[src/emu_map_pkg.sv]
package emu_map_pkg;
  // Register byte offsets
  localparam logic [11:0] ctrl_off      = 12'h000;
  localparam logic [11:0] status_off    = 12'h004;
  localparam logic [11:0] irq_stat_off  = 12'h008;
  localparam logic [11:0] irq_mask_off  = 12'h00c;
  localparam logic [11:0] step_off      = 12'h010;
  localparam logic [11:0] bkpt_addr_off = 12'h014;
  localparam logic [11:0] bkpt_cmd_off  = 12'h018;
  localparam logic [11:0] fault_off     = 12'h01c;
  localparam logic [11:0] range_base    = 12'h040;
  // Control register fields
  localparam int ctrl_rom_brk_bit  = 0;
  localparam int ctrl_trig_brk_bit = 1;
  localparam int ctrl_wait_bit     = 2;
  localparam int ctrl_show_bg_bit  = 3;
  localparam int ctrl_reset_bit    = 4;
  localparam int ctrl_tclk_bit     = 5;
  localparam int ctrl_bg_bit       = 6;
  localparam logic [6:0] ctrl_reset_val = 7'h40;
  // Interrupt status bits
  localparam int ev_guard  = 0;
  localparam int ev_rom    = 1;
  localparam int ev_trig   = 2;
  localparam int ev_bkpt   = 3;
  localparam int ev_step   = 4;
  localparam int ev_width  = 5;
  // Range entry: base at +0, limit at +4, attribute at +8, stride 16 bytes
  localparam int range_stride_lg = 4;
  localparam int range_count     = 16;
  localparam int page_lsb        = 8;
  localparam logic [7:0] bkpt_opcode = 8'hf1;
  localparam int monitor_bytes   = 4096;
  localparam int osc_mhz_int     = 16;
  localparam int tclk_min_mhz    = 2;
  localparam int tclk_max_mhz    = 16;

  typedef enum logic [2:0] {
    attr_none   = 3'b000,
    attr_emu_ram = 3'b001,
    attr_emu_rom = 3'b010,
    attr_tgt_ram = 3'b011,
    attr_tgt_rom = 3'b100,
    attr_guard   = 3'b101
  } attr_t;

  typedef enum logic [1:0] {
    run_bg   = 2'b00,
    run_fg   = 2'b01,
    run_step = 2'b10
  } run_t;
endpackage : emu_map_pkg

[src/range_table.sv]
`timescale 1ns/1ps
// Sixteen-entry range store with parallel match; lookup result is registered
module range_table #(
  parameter int  entries = 16,
  parameter int  aw      = 24
) (
  // Clock and reset
  input  wire logic              pclk,
  input  wire logic              presetn,
  // Write port
  input  wire logic              wr_en,
  input  wire logic [3:0]        wr_idx,
  input  wire logic [1:0]        wr_fld,
  input  wire logic [31:0]       wr_data,
  // Read port
  input  wire logic [3:0]        rd_idx,
  input  wire logic [1:0]        rd_fld,
  output logic      [31:0]       rd_data,
  // Lookup
  input  wire logic [aw-1:0]     look_addr,
  output emu_map_pkg::attr_t     look_attr
);
  localparam int pw = aw - emu_map_pkg::page_lsb;

  logic [pw-1:0]       base_q  [entries];
  logic [pw-1:0]       limit_q [entries];
  emu_map_pkg::attr_t  attr_q  [entries];
  logic [entries-1:0]  hit;

  // Entry storage, page granular so low byte bits are never compared
  always_ff @(posedge pclk or negedge presetn)
  begin
    if (!presetn)
    begin
      for (int i = 0; i < entries; i++)
      begin
        base_q[i]  <= '0;
        limit_q[i] <= '0;
        attr_q[i]  <= emu_map_pkg::attr_none;
      end
    end
    else if (wr_en)
    begin
      case (wr_fld)
        2'h0: base_q[wr_idx]  <= wr_data[aw-1:emu_map_pkg::page_lsb];
        2'h1: limit_q[wr_idx] <= wr_data[aw-1:emu_map_pkg::page_lsb];
        2'h2: attr_q[wr_idx]  <= emu_map_pkg::attr_t'(wr_data[2:0]);
        default: ;
      endcase
    end
  end

  // Per-entry compare on pages; limit is the last page, so length is at least 256
  for (genvar g = 0; g < entries; g++)
  begin : g_cmp
    assign hit[g] = (attr_q[g] != emu_map_pkg::attr_none) &&
                    (look_addr[aw-1:emu_map_pkg::page_lsb] >= base_q[g]) &&
                    (look_addr[aw-1:emu_map_pkg::page_lsb] <= limit_q[g]);
  end

  // Lowest index wins on overlap; no hit means target memory
  always_ff @(posedge pclk or negedge presetn)
  begin
    if (!presetn)
      look_attr <= emu_map_pkg::attr_tgt_ram;
    else
    begin
      look_attr <= emu_map_pkg::attr_tgt_ram;
      for (int i = entries - 1; i >= 0; i--)
        if (hit[i])
          look_attr <= attr_q[i];
    end
  end

  // Registered read-back
  always_ff @(posedge pclk or negedge presetn)
  begin
    if (!presetn)
      rd_data <= '0;
    else
    begin
      case (rd_fld)
        2'h0: rd_data <= 32'({base_q[rd_idx], 8'h00});
        2'h1: rd_data <= 32'({limit_q[rd_idx], 8'hff});
        2'h2: rd_data <= {29'h0, attr_q[rd_idx]};
        default: rd_data <= '0;
      endcase
    end
  end
endmodule : range_table

[src/emu_map_ctrl.sv]
// Local design decisions: the placing of the registers and the APB register port.
`timescale 1ns/1ps
// Operation
// - Up to sixteen address ranges are each defined and attributed on their own.
// - Ranges are 256-byte aligned and at least 256 bytes long, compared above bit 7.
// - Each range has one of emulation RAM, emulation ROM, target RAM, target ROM, guarded.
// - An access to a guarded range raises an error flag.
// - With the option on, a write to a ROM range breaks to the monitor.
// - The monitor takes 4K bytes of emulation memory, leaving the rest for ranges.
// - An analyzer trigger forces a break into the background monitor.
// - Setting a software breakpoint saves the byte and writes opcode F1, whose fetch breaks.
// - The processor resets on controller command or on target reset.
// - A setting chooses whether background cycles are shown to the target.
// - On request, run one or a counted number of instructions, then return to the monitor.
// - The processor clock is the internal 16 MHz oscillator or the 2-16 MHz target clock.
module emu_map_ctrl #(
  parameter int aw        = 24,
  parameter int emu_bytes = 131072
) (
  // APB slave
  input  wire logic          pclk,
  input  wire logic          presetn,
  input  wire logic          psel,
  input  wire logic          penable,
  input  wire logic          pwrite,
  input  wire logic [11:0]   paddr,
  input  wire logic [31:0]   pwdata,
  output logic      [31:0]   prdata,
  output logic               pready,
  output logic               pslverr,
  // Processor bus
  input  wire logic          cpu_valid,
  input  wire logic          cpu_write,
  input  wire logic          cpu_fetch,
  input  wire logic          cpu_done,
  input  wire logic [aw-1:0] cpu_addr,
  input  wire logic [7:0]    cpu_rdata,
  output logic               cpu_stall,
  output logic               cpu_break,
  output logic               cpu_reset,
  output logic               clk_sel_target,
  // Breakpoint patch port to memory
  output logic               patch_we,
  output logic [aw-1:0]      patch_addr,
  output logic [7:0]         patch_data,
  // Target interface
  input  wire logic          tgt_wait,
  input  wire logic          tgt_reset,
  output logic               tgt_cycle,
  output logic               emu_sel,
  output logic               rom_sel,
  // Analyzer and interrupt
  input  wire logic          trig_in,
  output logic               irq
);
  typedef enum logic [1:0] {
    bk_idle  = 2'b00,
    bk_read  = 2'b01,
    bk_armed = 2'b10,
    bk_undo  = 2'b11
  } bk_t;

  localparam int user_bytes = emu_bytes - emu_map_pkg::monitor_bytes;

  logic [6:0]                      ctrl_q;
  logic [emu_map_pkg::ev_width-1:0] stat_q;
  logic [emu_map_pkg::ev_width-1:0] mask_q;
  logic [emu_map_pkg::ev_width-1:0] ev;
  logic [15:0]                     step_q;
  emu_map_pkg::run_t               run_q;
  bk_t                             bk_q;
  logic [aw-1:0]                   bk_addr_q;
  logic [7:0]                      bk_save_q;
  logic [aw-1:0]                   fault_q;
  logic [11:0]                     rng_off;
  logic                            rng_rd;
  emu_map_pkg::attr_t              attr;
  logic                            valid_q;
  logic                            write_q;
  logic                            fetch_q;
  logic [aw-1:0]                   addr_q;
  logic                            acc_wr;
  logic                            acc_rd;
  logic                            is_range;
  logic [31:0]                     tbl_rd;
  logic                            break_ev;

  // Decode of an APB offset into the range window
  function automatic logic in_range_win(input logic [11:0] a);
    return a >= emu_map_pkg::range_base &&
           a < emu_map_pkg::range_base +
               12'(emu_map_pkg::range_count << emu_map_pkg::range_stride_lg);
  endfunction : in_range_win

  // Attribute classes, shared by the event and select logic
  function automatic logic is_emu(input emu_map_pkg::attr_t t);
    return t == emu_map_pkg::attr_emu_ram || t == emu_map_pkg::attr_emu_rom;
  endfunction : is_emu

  function automatic logic is_rom(input emu_map_pkg::attr_t t);
    return t == emu_map_pkg::attr_emu_rom || t == emu_map_pkg::attr_tgt_rom;
  endfunction : is_rom

  assign acc_wr   = psel && penable && pwrite;
  assign acc_rd   = psel && penable && !pwrite;
  assign is_range = in_range_win(paddr);
  // Index counted from the window base, so the lowest offset is entry 0
  assign rng_off  = paddr - emu_map_pkg::range_base;
  assign rng_rd   = psel && is_range && !pwrite;

  range_table #(.entries(emu_map_pkg::range_count), .aw(aw)) u_tbl (
    .pclk      (pclk),
    .presetn   (presetn),
    .wr_en     (acc_wr && is_range),
    .wr_idx    (rng_off[7:4]),
    .wr_fld    (rng_off[3:2]),
    .wr_data   (pwdata),
    .rd_idx    (rng_off[7:4]),
    .rd_fld    (rng_off[3:2]),
    .rd_data   (tbl_rd),
    .look_addr (cpu_addr),
    .look_attr (attr)
  );

  // Align request with the registered lookup result
  always_ff @(posedge pclk or negedge presetn)
  begin
    if (!presetn)
    begin
      valid_q <= 1'b0;
      write_q <= 1'b0;
      fetch_q <= 1'b0;
      addr_q  <= '0;
    end
    else
    begin
      valid_q <= cpu_valid;
      write_q <= cpu_write;
      fetch_q <= cpu_fetch;
      addr_q  <= cpu_addr;
    end
  end

  // Events seen on the classified access, the analyzer trigger and the step count
  always_comb
  begin
    ev = '0;
    ev[emu_map_pkg::ev_guard] = valid_q && attr == emu_map_pkg::attr_guard;
    ev[emu_map_pkg::ev_rom]   = valid_q && write_q && ctrl_q[emu_map_pkg::ctrl_rom_brk_bit] &&
                                is_rom(attr);
    ev[emu_map_pkg::ev_trig]  = trig_in && ctrl_q[emu_map_pkg::ctrl_trig_brk_bit];
    ev[emu_map_pkg::ev_bkpt]  = valid_q && fetch_q && bk_q == bk_armed &&
                                addr_q == bk_addr_q;
    ev[emu_map_pkg::ev_step]  = run_q == emu_map_pkg::run_step && cpu_done &&
                                step_q == 16'h0001;
  end

  assign break_ev = |ev[emu_map_pkg::ev_step:emu_map_pkg::ev_rom];

  // Control register and step count; step and run commands are APB writes
  always_ff @(posedge pclk or negedge presetn)
  begin
    if (!presetn)
    begin
      ctrl_q <= emu_map_pkg::ctrl_reset_val;
      step_q <= '0;
      run_q  <= emu_map_pkg::run_bg;
    end
    else
    begin
      if (acc_wr && paddr == emu_map_pkg::ctrl_off)
      begin
        ctrl_q <= pwdata[6:0];
        run_q  <= pwdata[emu_map_pkg::ctrl_bg_bit] ? emu_map_pkg::run_bg : emu_map_pkg::run_fg;
      end
      else if (acc_wr && paddr == emu_map_pkg::step_off && pwdata[15:0] != 16'h0000)
      begin
        step_q <= pwdata[15:0];
        run_q  <= emu_map_pkg::run_step;
        ctrl_q[emu_map_pkg::ctrl_bg_bit] <= 1'b0;
      end
      else if (break_ev)
      begin
        run_q  <= emu_map_pkg::run_bg;
        ctrl_q[emu_map_pkg::ctrl_bg_bit] <= 1'b1;
        step_q <= '0;
      end
      else if (run_q == emu_map_pkg::run_step && cpu_done)
        step_q <= step_q - 16'h0001;
    end
  end

  // Sticky status; an event beats the read that clears it
  always_ff @(posedge pclk or negedge presetn)
  begin
    if (!presetn)
      stat_q <= '0;
    else if (acc_rd && paddr == emu_map_pkg::irq_stat_off)
      stat_q <= ev;
    else
      stat_q <= stat_q | ev;
  end

  // Mask and fault address capture
  always_ff @(posedge pclk or negedge presetn)
  begin
    if (!presetn)
    begin
      mask_q  <= '0;
      fault_q <= '0;
    end
    else
    begin
      if (acc_wr && paddr == emu_map_pkg::irq_mask_off)
        mask_q <= pwdata[emu_map_pkg::ev_width-1:0];
      if (ev[emu_map_pkg::ev_guard] || ev[emu_map_pkg::ev_rom])
        fault_q <= addr_q;
    end
  end

  // Software breakpoint: read original byte, plant F1, restore after the hit
  always_ff @(posedge pclk or negedge presetn)
  begin
    if (!presetn)
    begin
      bk_q       <= bk_idle;
      bk_addr_q  <= '0;
      bk_save_q  <= '0;
      patch_we   <= 1'b0;
      patch_addr <= '0;
      patch_data <= '0;
    end
    else
    begin
      patch_we <= 1'b0;
      case (bk_q)
        bk_idle:
          if (acc_wr && paddr == emu_map_pkg::bkpt_addr_off)
          begin
            bk_addr_q  <= pwdata[aw-1:0];
            patch_addr <= pwdata[aw-1:0];
            bk_q       <= bk_read;
          end
        bk_read:
        begin
          bk_save_q  <= cpu_rdata;
          patch_data <= emu_map_pkg::bkpt_opcode;
          patch_we   <= 1'b1;
          bk_q       <= bk_armed;
        end
        bk_armed:
          if (ev[emu_map_pkg::ev_bkpt] ||
              (acc_wr && paddr == emu_map_pkg::bkpt_cmd_off && pwdata[0]))
            bk_q <= bk_undo;
        bk_undo:
        begin
          patch_data <= bk_save_q;
          patch_we   <= 1'b1;
          bk_q       <= bk_idle;
        end
        default: bk_q <= bk_idle;
      endcase
    end
  end

  // Processor-side outputs
  always_ff @(posedge pclk or negedge presetn)
  begin
    if (!presetn)
    begin
      cpu_stall      <= 1'b0;
      cpu_break      <= 1'b0;
      cpu_reset      <= 1'b1;
      clk_sel_target <= 1'b0;
      tgt_cycle      <= 1'b0;
      emu_sel        <= 1'b0;
      rom_sel        <= 1'b0;
      irq            <= 1'b0;
    end
    else
    begin
      cpu_reset      <= ctrl_q[emu_map_pkg::ctrl_reset_bit] || tgt_reset;
      clk_sel_target <= ctrl_q[emu_map_pkg::ctrl_tclk_bit];
      emu_sel        <= valid_q && is_emu(attr);
      rom_sel        <= valid_q && is_rom(attr);
      // Background cycles reach the target only when shown
      tgt_cycle      <= valid_q && (run_q != emu_map_pkg::run_bg ||
                                    ctrl_q[emu_map_pkg::ctrl_show_bg_bit]);
      // Target wait on emulation memory only when honoured
      cpu_stall      <= tgt_wait && (!is_emu(attr) ||
                                     ctrl_q[emu_map_pkg::ctrl_wait_bit]);
      cpu_break      <= break_ev || run_q == emu_map_pkg::run_bg;
      irq            <= |(stat_q & mask_q);
    end
  end

  // Ready pulses one cycle; range-window reads wait one cycle more because the
  // table hands back its read data from a register
  always_ff @(posedge pclk or negedge presetn)
  begin
    if (!presetn)
      pready <= 1'b0;
    else if (pready)
      pready <= 1'b0;
    else if (rng_rd)
      pready <= penable;
    else
      pready <= psel && !penable;
  end

  // APB data; unmapped offsets read zero with pslverr
  always_ff @(posedge pclk or negedge presetn)
  begin
    if (!presetn)
    begin
      prdata  <= '0;
      pslverr <= 1'b0;
    end
    else
    begin
      pslverr <= 1'b0;
      prdata  <= '0;
      if (rng_rd && penable && !pready)
        prdata <= tbl_rd; // Table word registered at the setup edge
      if (psel && !penable)
      begin
        case (paddr)
          emu_map_pkg::ctrl_off:      prdata <= {25'h0, ctrl_q};
          emu_map_pkg::status_off:    prdata <= {28'h0, bk_q, run_q};
          emu_map_pkg::irq_stat_off:  prdata <= {27'h0, stat_q | ev};
          emu_map_pkg::irq_mask_off:  prdata <= {27'h0, mask_q};
          emu_map_pkg::step_off:      prdata <= {16'h0, step_q};
          emu_map_pkg::bkpt_addr_off: prdata <= 32'(bk_addr_q);
          emu_map_pkg::bkpt_cmd_off:  prdata <= 32'(user_bytes);
          emu_map_pkg::fault_off:     prdata <= 32'(fault_q);
          default:
            if (!is_range)
              pslverr <= 1'b1;
        endcase
      end
    end
  end
endmodule : emu_map_ctrl

[config.mk]
export PLATFORM = sky130hd
export DESIGN_NAME = emu_map_ctrl
export DESIGN_NICKNAME = d
export VERILOG_FILES = /design/src/emu_map_pkg.sv /design/src/range_table.sv /design/src/emu_map_ctrl.sv
export SDC_FILE = /design/constraint.sdc
export NUM_CORES = 2
export LEC_CHECK = 0
export BUFFER_PORTS_ARGS = -buffer_cell sky130_fd_sc_hd__buf_2
export CORE_ASPECT_RATIO = 2
export CORE_UTILIZATION = 59
export DETAILED_ROUTE_END_ITERATION = 16
export GPL_TIMING_DRIVEN = 0
export PLACE_DENSITY = 0.76
export SKIP_CTS_REPAIR_TIMING = 1
export SYNTH_ARGS = -nofsm -noshare
export SYNTH_HDL_FRONTEND = slang
export SYNTH_SLANG_ARGS = --single-unit
export TNS_END_PERCENT = 1
[constraint.sdc]
create_clock -name pclk -period 5.9 [get_ports pclk]
set_input_delay 1.475 -clock pclk [delete_from_list [all_inputs] [get_ports pclk]]
set_output_delay 1.475 -clock pclk [all_outputs]
set_load 0.01 [all_outputs]
==> results_dict.tcl <==
set metrics [dict create \
    hpwl_mm 138 \
    drt_pass1_iterations 7 \
    status "complete, but fails checks" \
    synth_compound_area_share_pct 13.0 \
    skew_ns 0.0201 \
    final_common_cell "dfrtp_1" \
    slowest_stage "o21ai_0" \
    muxShareOfSynthArea_pct 15.6 \
    synth_edf_count 0 \
    max_cap_viol_count 13 \
    drt_iter0_drc 4715 \
    cts_made_buffers 70 \
    root_buffer "clkbuf_16" \
    hp-class "reg -> reg" \
    grt_pass1_wl_mm 280 \
    async_flop_share_pct 100 \
    yosys.area_share.adder_pct 14.3 \
    core_area_um2 76900 \
    worst_path_largest_cell_delay_ns 1.22 \
    tritoncts "yes" \
    clkSinkCount 746 \
    p_leak_nw 24.5 \
    worstPathRequired_ns 6.48 \
    path_cells "buf_2 -> ha_1 -> and4_1 -> o2111ai_1 -> o21ai_0 -> a21boi_1 -> o211ai_1 -> a311oi_1 -> a2111o_1 -> o2bb2ai_1" \
    endpoint_kind "flop" \
    drt_wl_total_mm 196 \
    seq_area_frac_synth_pct 40.7 \
    tightestPinTransition_ns 1.75 \
    start_util_pct 59.6 \
    synth_top_flop_cell "dfrtp_1" \
    port_buffers 138 \
    syn_inst 4459 \
    drive_gt1_share_pct 16.6 \
    syn_to_final_growth_pct 10.7 \
    fin_crit_ns 6.17 \
    setup_violations 3 \
    first_global_vias 40489 \
    postLayoutCoreUtil_pct 66.0 \
    synth_top_family_by_area "multiplexers" \
    dieHeight_um 396 \
    path_max_fanout 33 \
    grt_max_degree 117 \
    htree_num_levels 3 \
    hold_viol_final 0 \
    synthXorXnorAreaFrac_pct 0.497 \
    crit_type "in -> reg" \
    synth-simple-area-share_pct 9.62 \
    die-width_um 199 \
    report.power.total_w 0.0120 \
    clock_path_buffers 3 \
    dr_total_vias 40058 \
    clock_latency_ns 0.69 \
    fin_setup_tns_ns -0.505 \
    relSlewSlack_pct -16.9 \
    path_clk_slew_ns 0.07 \
    netlist_area_um2 45900 \
    grt_util_all_layers_pct 51.6 \
    post_drt_wl_per_cell_um 33.9 \
    place.gp.congestion 1.10 \
    routed_via_density 6.92 \
    antenna_found_initial 24 \
    yosys.cell_types.count 86 \
    max_freq_mhz 162 \
    seq_area_um2 18700 \
    ys_ff_latch 746 \
    final_cell_mix "742 x dfrtp_1, 526 x inv_1, 523 x ha_1" \
    violations "max-capacitance violations, max-slew violations, negative setup slack" \
    nNetsFinal 5302 \
    synth_warnings 0 \
    multi_input_area_um2 24400 \
    grt_setup_unrepaired "no" \
    period_share_pct 105 \
    ant_nets 0 \
    rows 144 \
    start_kind "input port" \
    power_density_nw_per_um2 237 \
    dieArea_um2 78900 \
    gr-total-overflow 0 \
    syn_avg_cell_area_um2 10.3 \
    finalWorstSetupSlack_ns -0.272 \
    io_pins 163 \
    n_fill_cell 6171 \
    drc_errors 0 \
    slew_violations 258 \
    ir_worst_vdd_mv 0.211 \
    crit_arrival_ns 6.75 \
]
[worst max-delay path: cells and delay by family]
kind | cells | cell delay, ns
AOI/OAI and AO/OA | 7 | 3.39
buffers and inverters | 1 | 1.03
and+or+nand+nor | 1 | 0.41
adders and majority gates | 1 | 0.31
[area by class of cell]
type,instances,share of cell area [%]
inverter,527,3.90
tap,1022,2.52
clock buffer,92,4.02
sequential,746,36.8
multi-input combinational,2963,48.0
buffer,229,1.81
antenna,16,0.0789
clock inverter,36,0.902
timing repair buffer,154,2.00
[cell usage after synthesis (9+ instances only)]
library cell    n  area, um^2
and4_1         10        87.6
a21boi_0        9        67.6
nand2_1       485        1820
xor2_1          9        78.8
ha_1          523        6540
nor2b_1        17         106
mux4_2        175        3940
mux2i_1        19         190
nand4_1        67         419
buf_2          18        90.1
a21o_1         58         435
nor3_1         43         215
a211o_1         9        78.8
nor4_1         34         213
clkbuf_1      181         679
xnor2_1        17         149
nand2b_1       27         169
a222oi_1       11         110
o21ai_0       515        2580
dfrtp_1       742       18600
nand3_1        61         305
a221oi_1       12         105
and3_1          9        56.3
nor2_1        145         544
inv_1         527        1980
nor3b_1        10        75.1
a211oi_1       32         240
o211ai_1       25         188
o21a_1         28         210
or3_1          10        62.6
buf_1          23        86.3
a31oi_1        20         125
mux2_2        267        3010
a21oi_1       136         681
a32oi_1        11        96.3
a22oi_1        16         120
[flip-flops by register name, summed over array words and instances, names as in the netlist, 2 cells and up]
signal	cells
prdata	24
step_q	16
fault_q	24
stat_q	5
u_tbl.rd_data	20
mask_q	5
u_tbl.limit_q	256
u_tbl.base_q	256
bk_addr_q	24
bk_save_q	8
patch_data	8
u_tbl.look_attr	3
u_tbl.attr_q	48
addr_q	24
run_q	2
bk_q	2
ctrl_q	7
[power by group]
group | switching [W] | internal [W]
combinational | 0.00115 | 0.000504
sequential | 0.0000845 | 0.00524
clock | 0.00219 | 0.00285
[per-layer routing]
layer  routed length (um)  part of all wire, %  track usage [%]  vias to the layer above
met5                  249                 0.13             1.09                        -
met1                56400                   29             50.2                    19523
met3                24200                   12             21.0                     1272
met2                87200                   44             77.5                     2892
met4                27900                   14             58.3                       28
li1                     -                    -                -                    16343
[cells by family (layout without fill, tap and decap cells)]
logic type      count (synthesis)  in the layout
mux                           461            461
simple gates                  961            961
buf+inv                       757           1038
compound gates                984            984
flops                         746            746
other cells                     1             24
fa+ha+maj                     523            523
xor+xnor                       26             26
[path summary, 6_finish.rpt]
kind                       slack, ns  cells past startpoint                          start                       endpoint
max in group asynchronous       2.81                      5                        presetn  u_tbl.limit_q[87]$_DFFE_PN0P_
hold reg to reg                 0.46                      0          ctrl_q[5]$_DFFE_PN0P_       clk_sel_target$_DFF_PN0_
setup reg to reg                1.18                     10  u_tbl.base_q[155]$_DFFE_PN0P_   u_tbl.look_attr[1]$_DFF_PN1_
min in group asynchronous       0.74                      1                        presetn   u_tbl.base_q[27]$_DFFE_PN0P_
hold / removal                  0.46                      0          ctrl_q[5]$_DFFE_PN0P_       clk_sel_target$_DFF_PN0_
setup / recovery               -0.27                     10                   cpu_addr[16]   u_tbl.look_attr[1]$_DFF_PN1_
[through the flow]
| stage | setup slack, ns | hold WS, ns | instances | instance area (um^2) |
|---|---|---|---|---|
| after floorplan | 1.45 | 0.370 | 4466 | 45900 |
| after global placement | -12.43 | 0.432 | 5626 | 47900 |
| after detailed placement | -0.801 | 0.438 | 5636 | 48100 |
| after CTS | -0.0929 | 0.457 | 5764 | 50600 |
| after global routing | 0.00452 | 0.465 | 5772 | 50700 |
| final | -0.272 | 0.455 | 5785 | 50800 |
No activity file was read; power rests on OpenSTA's default activity.
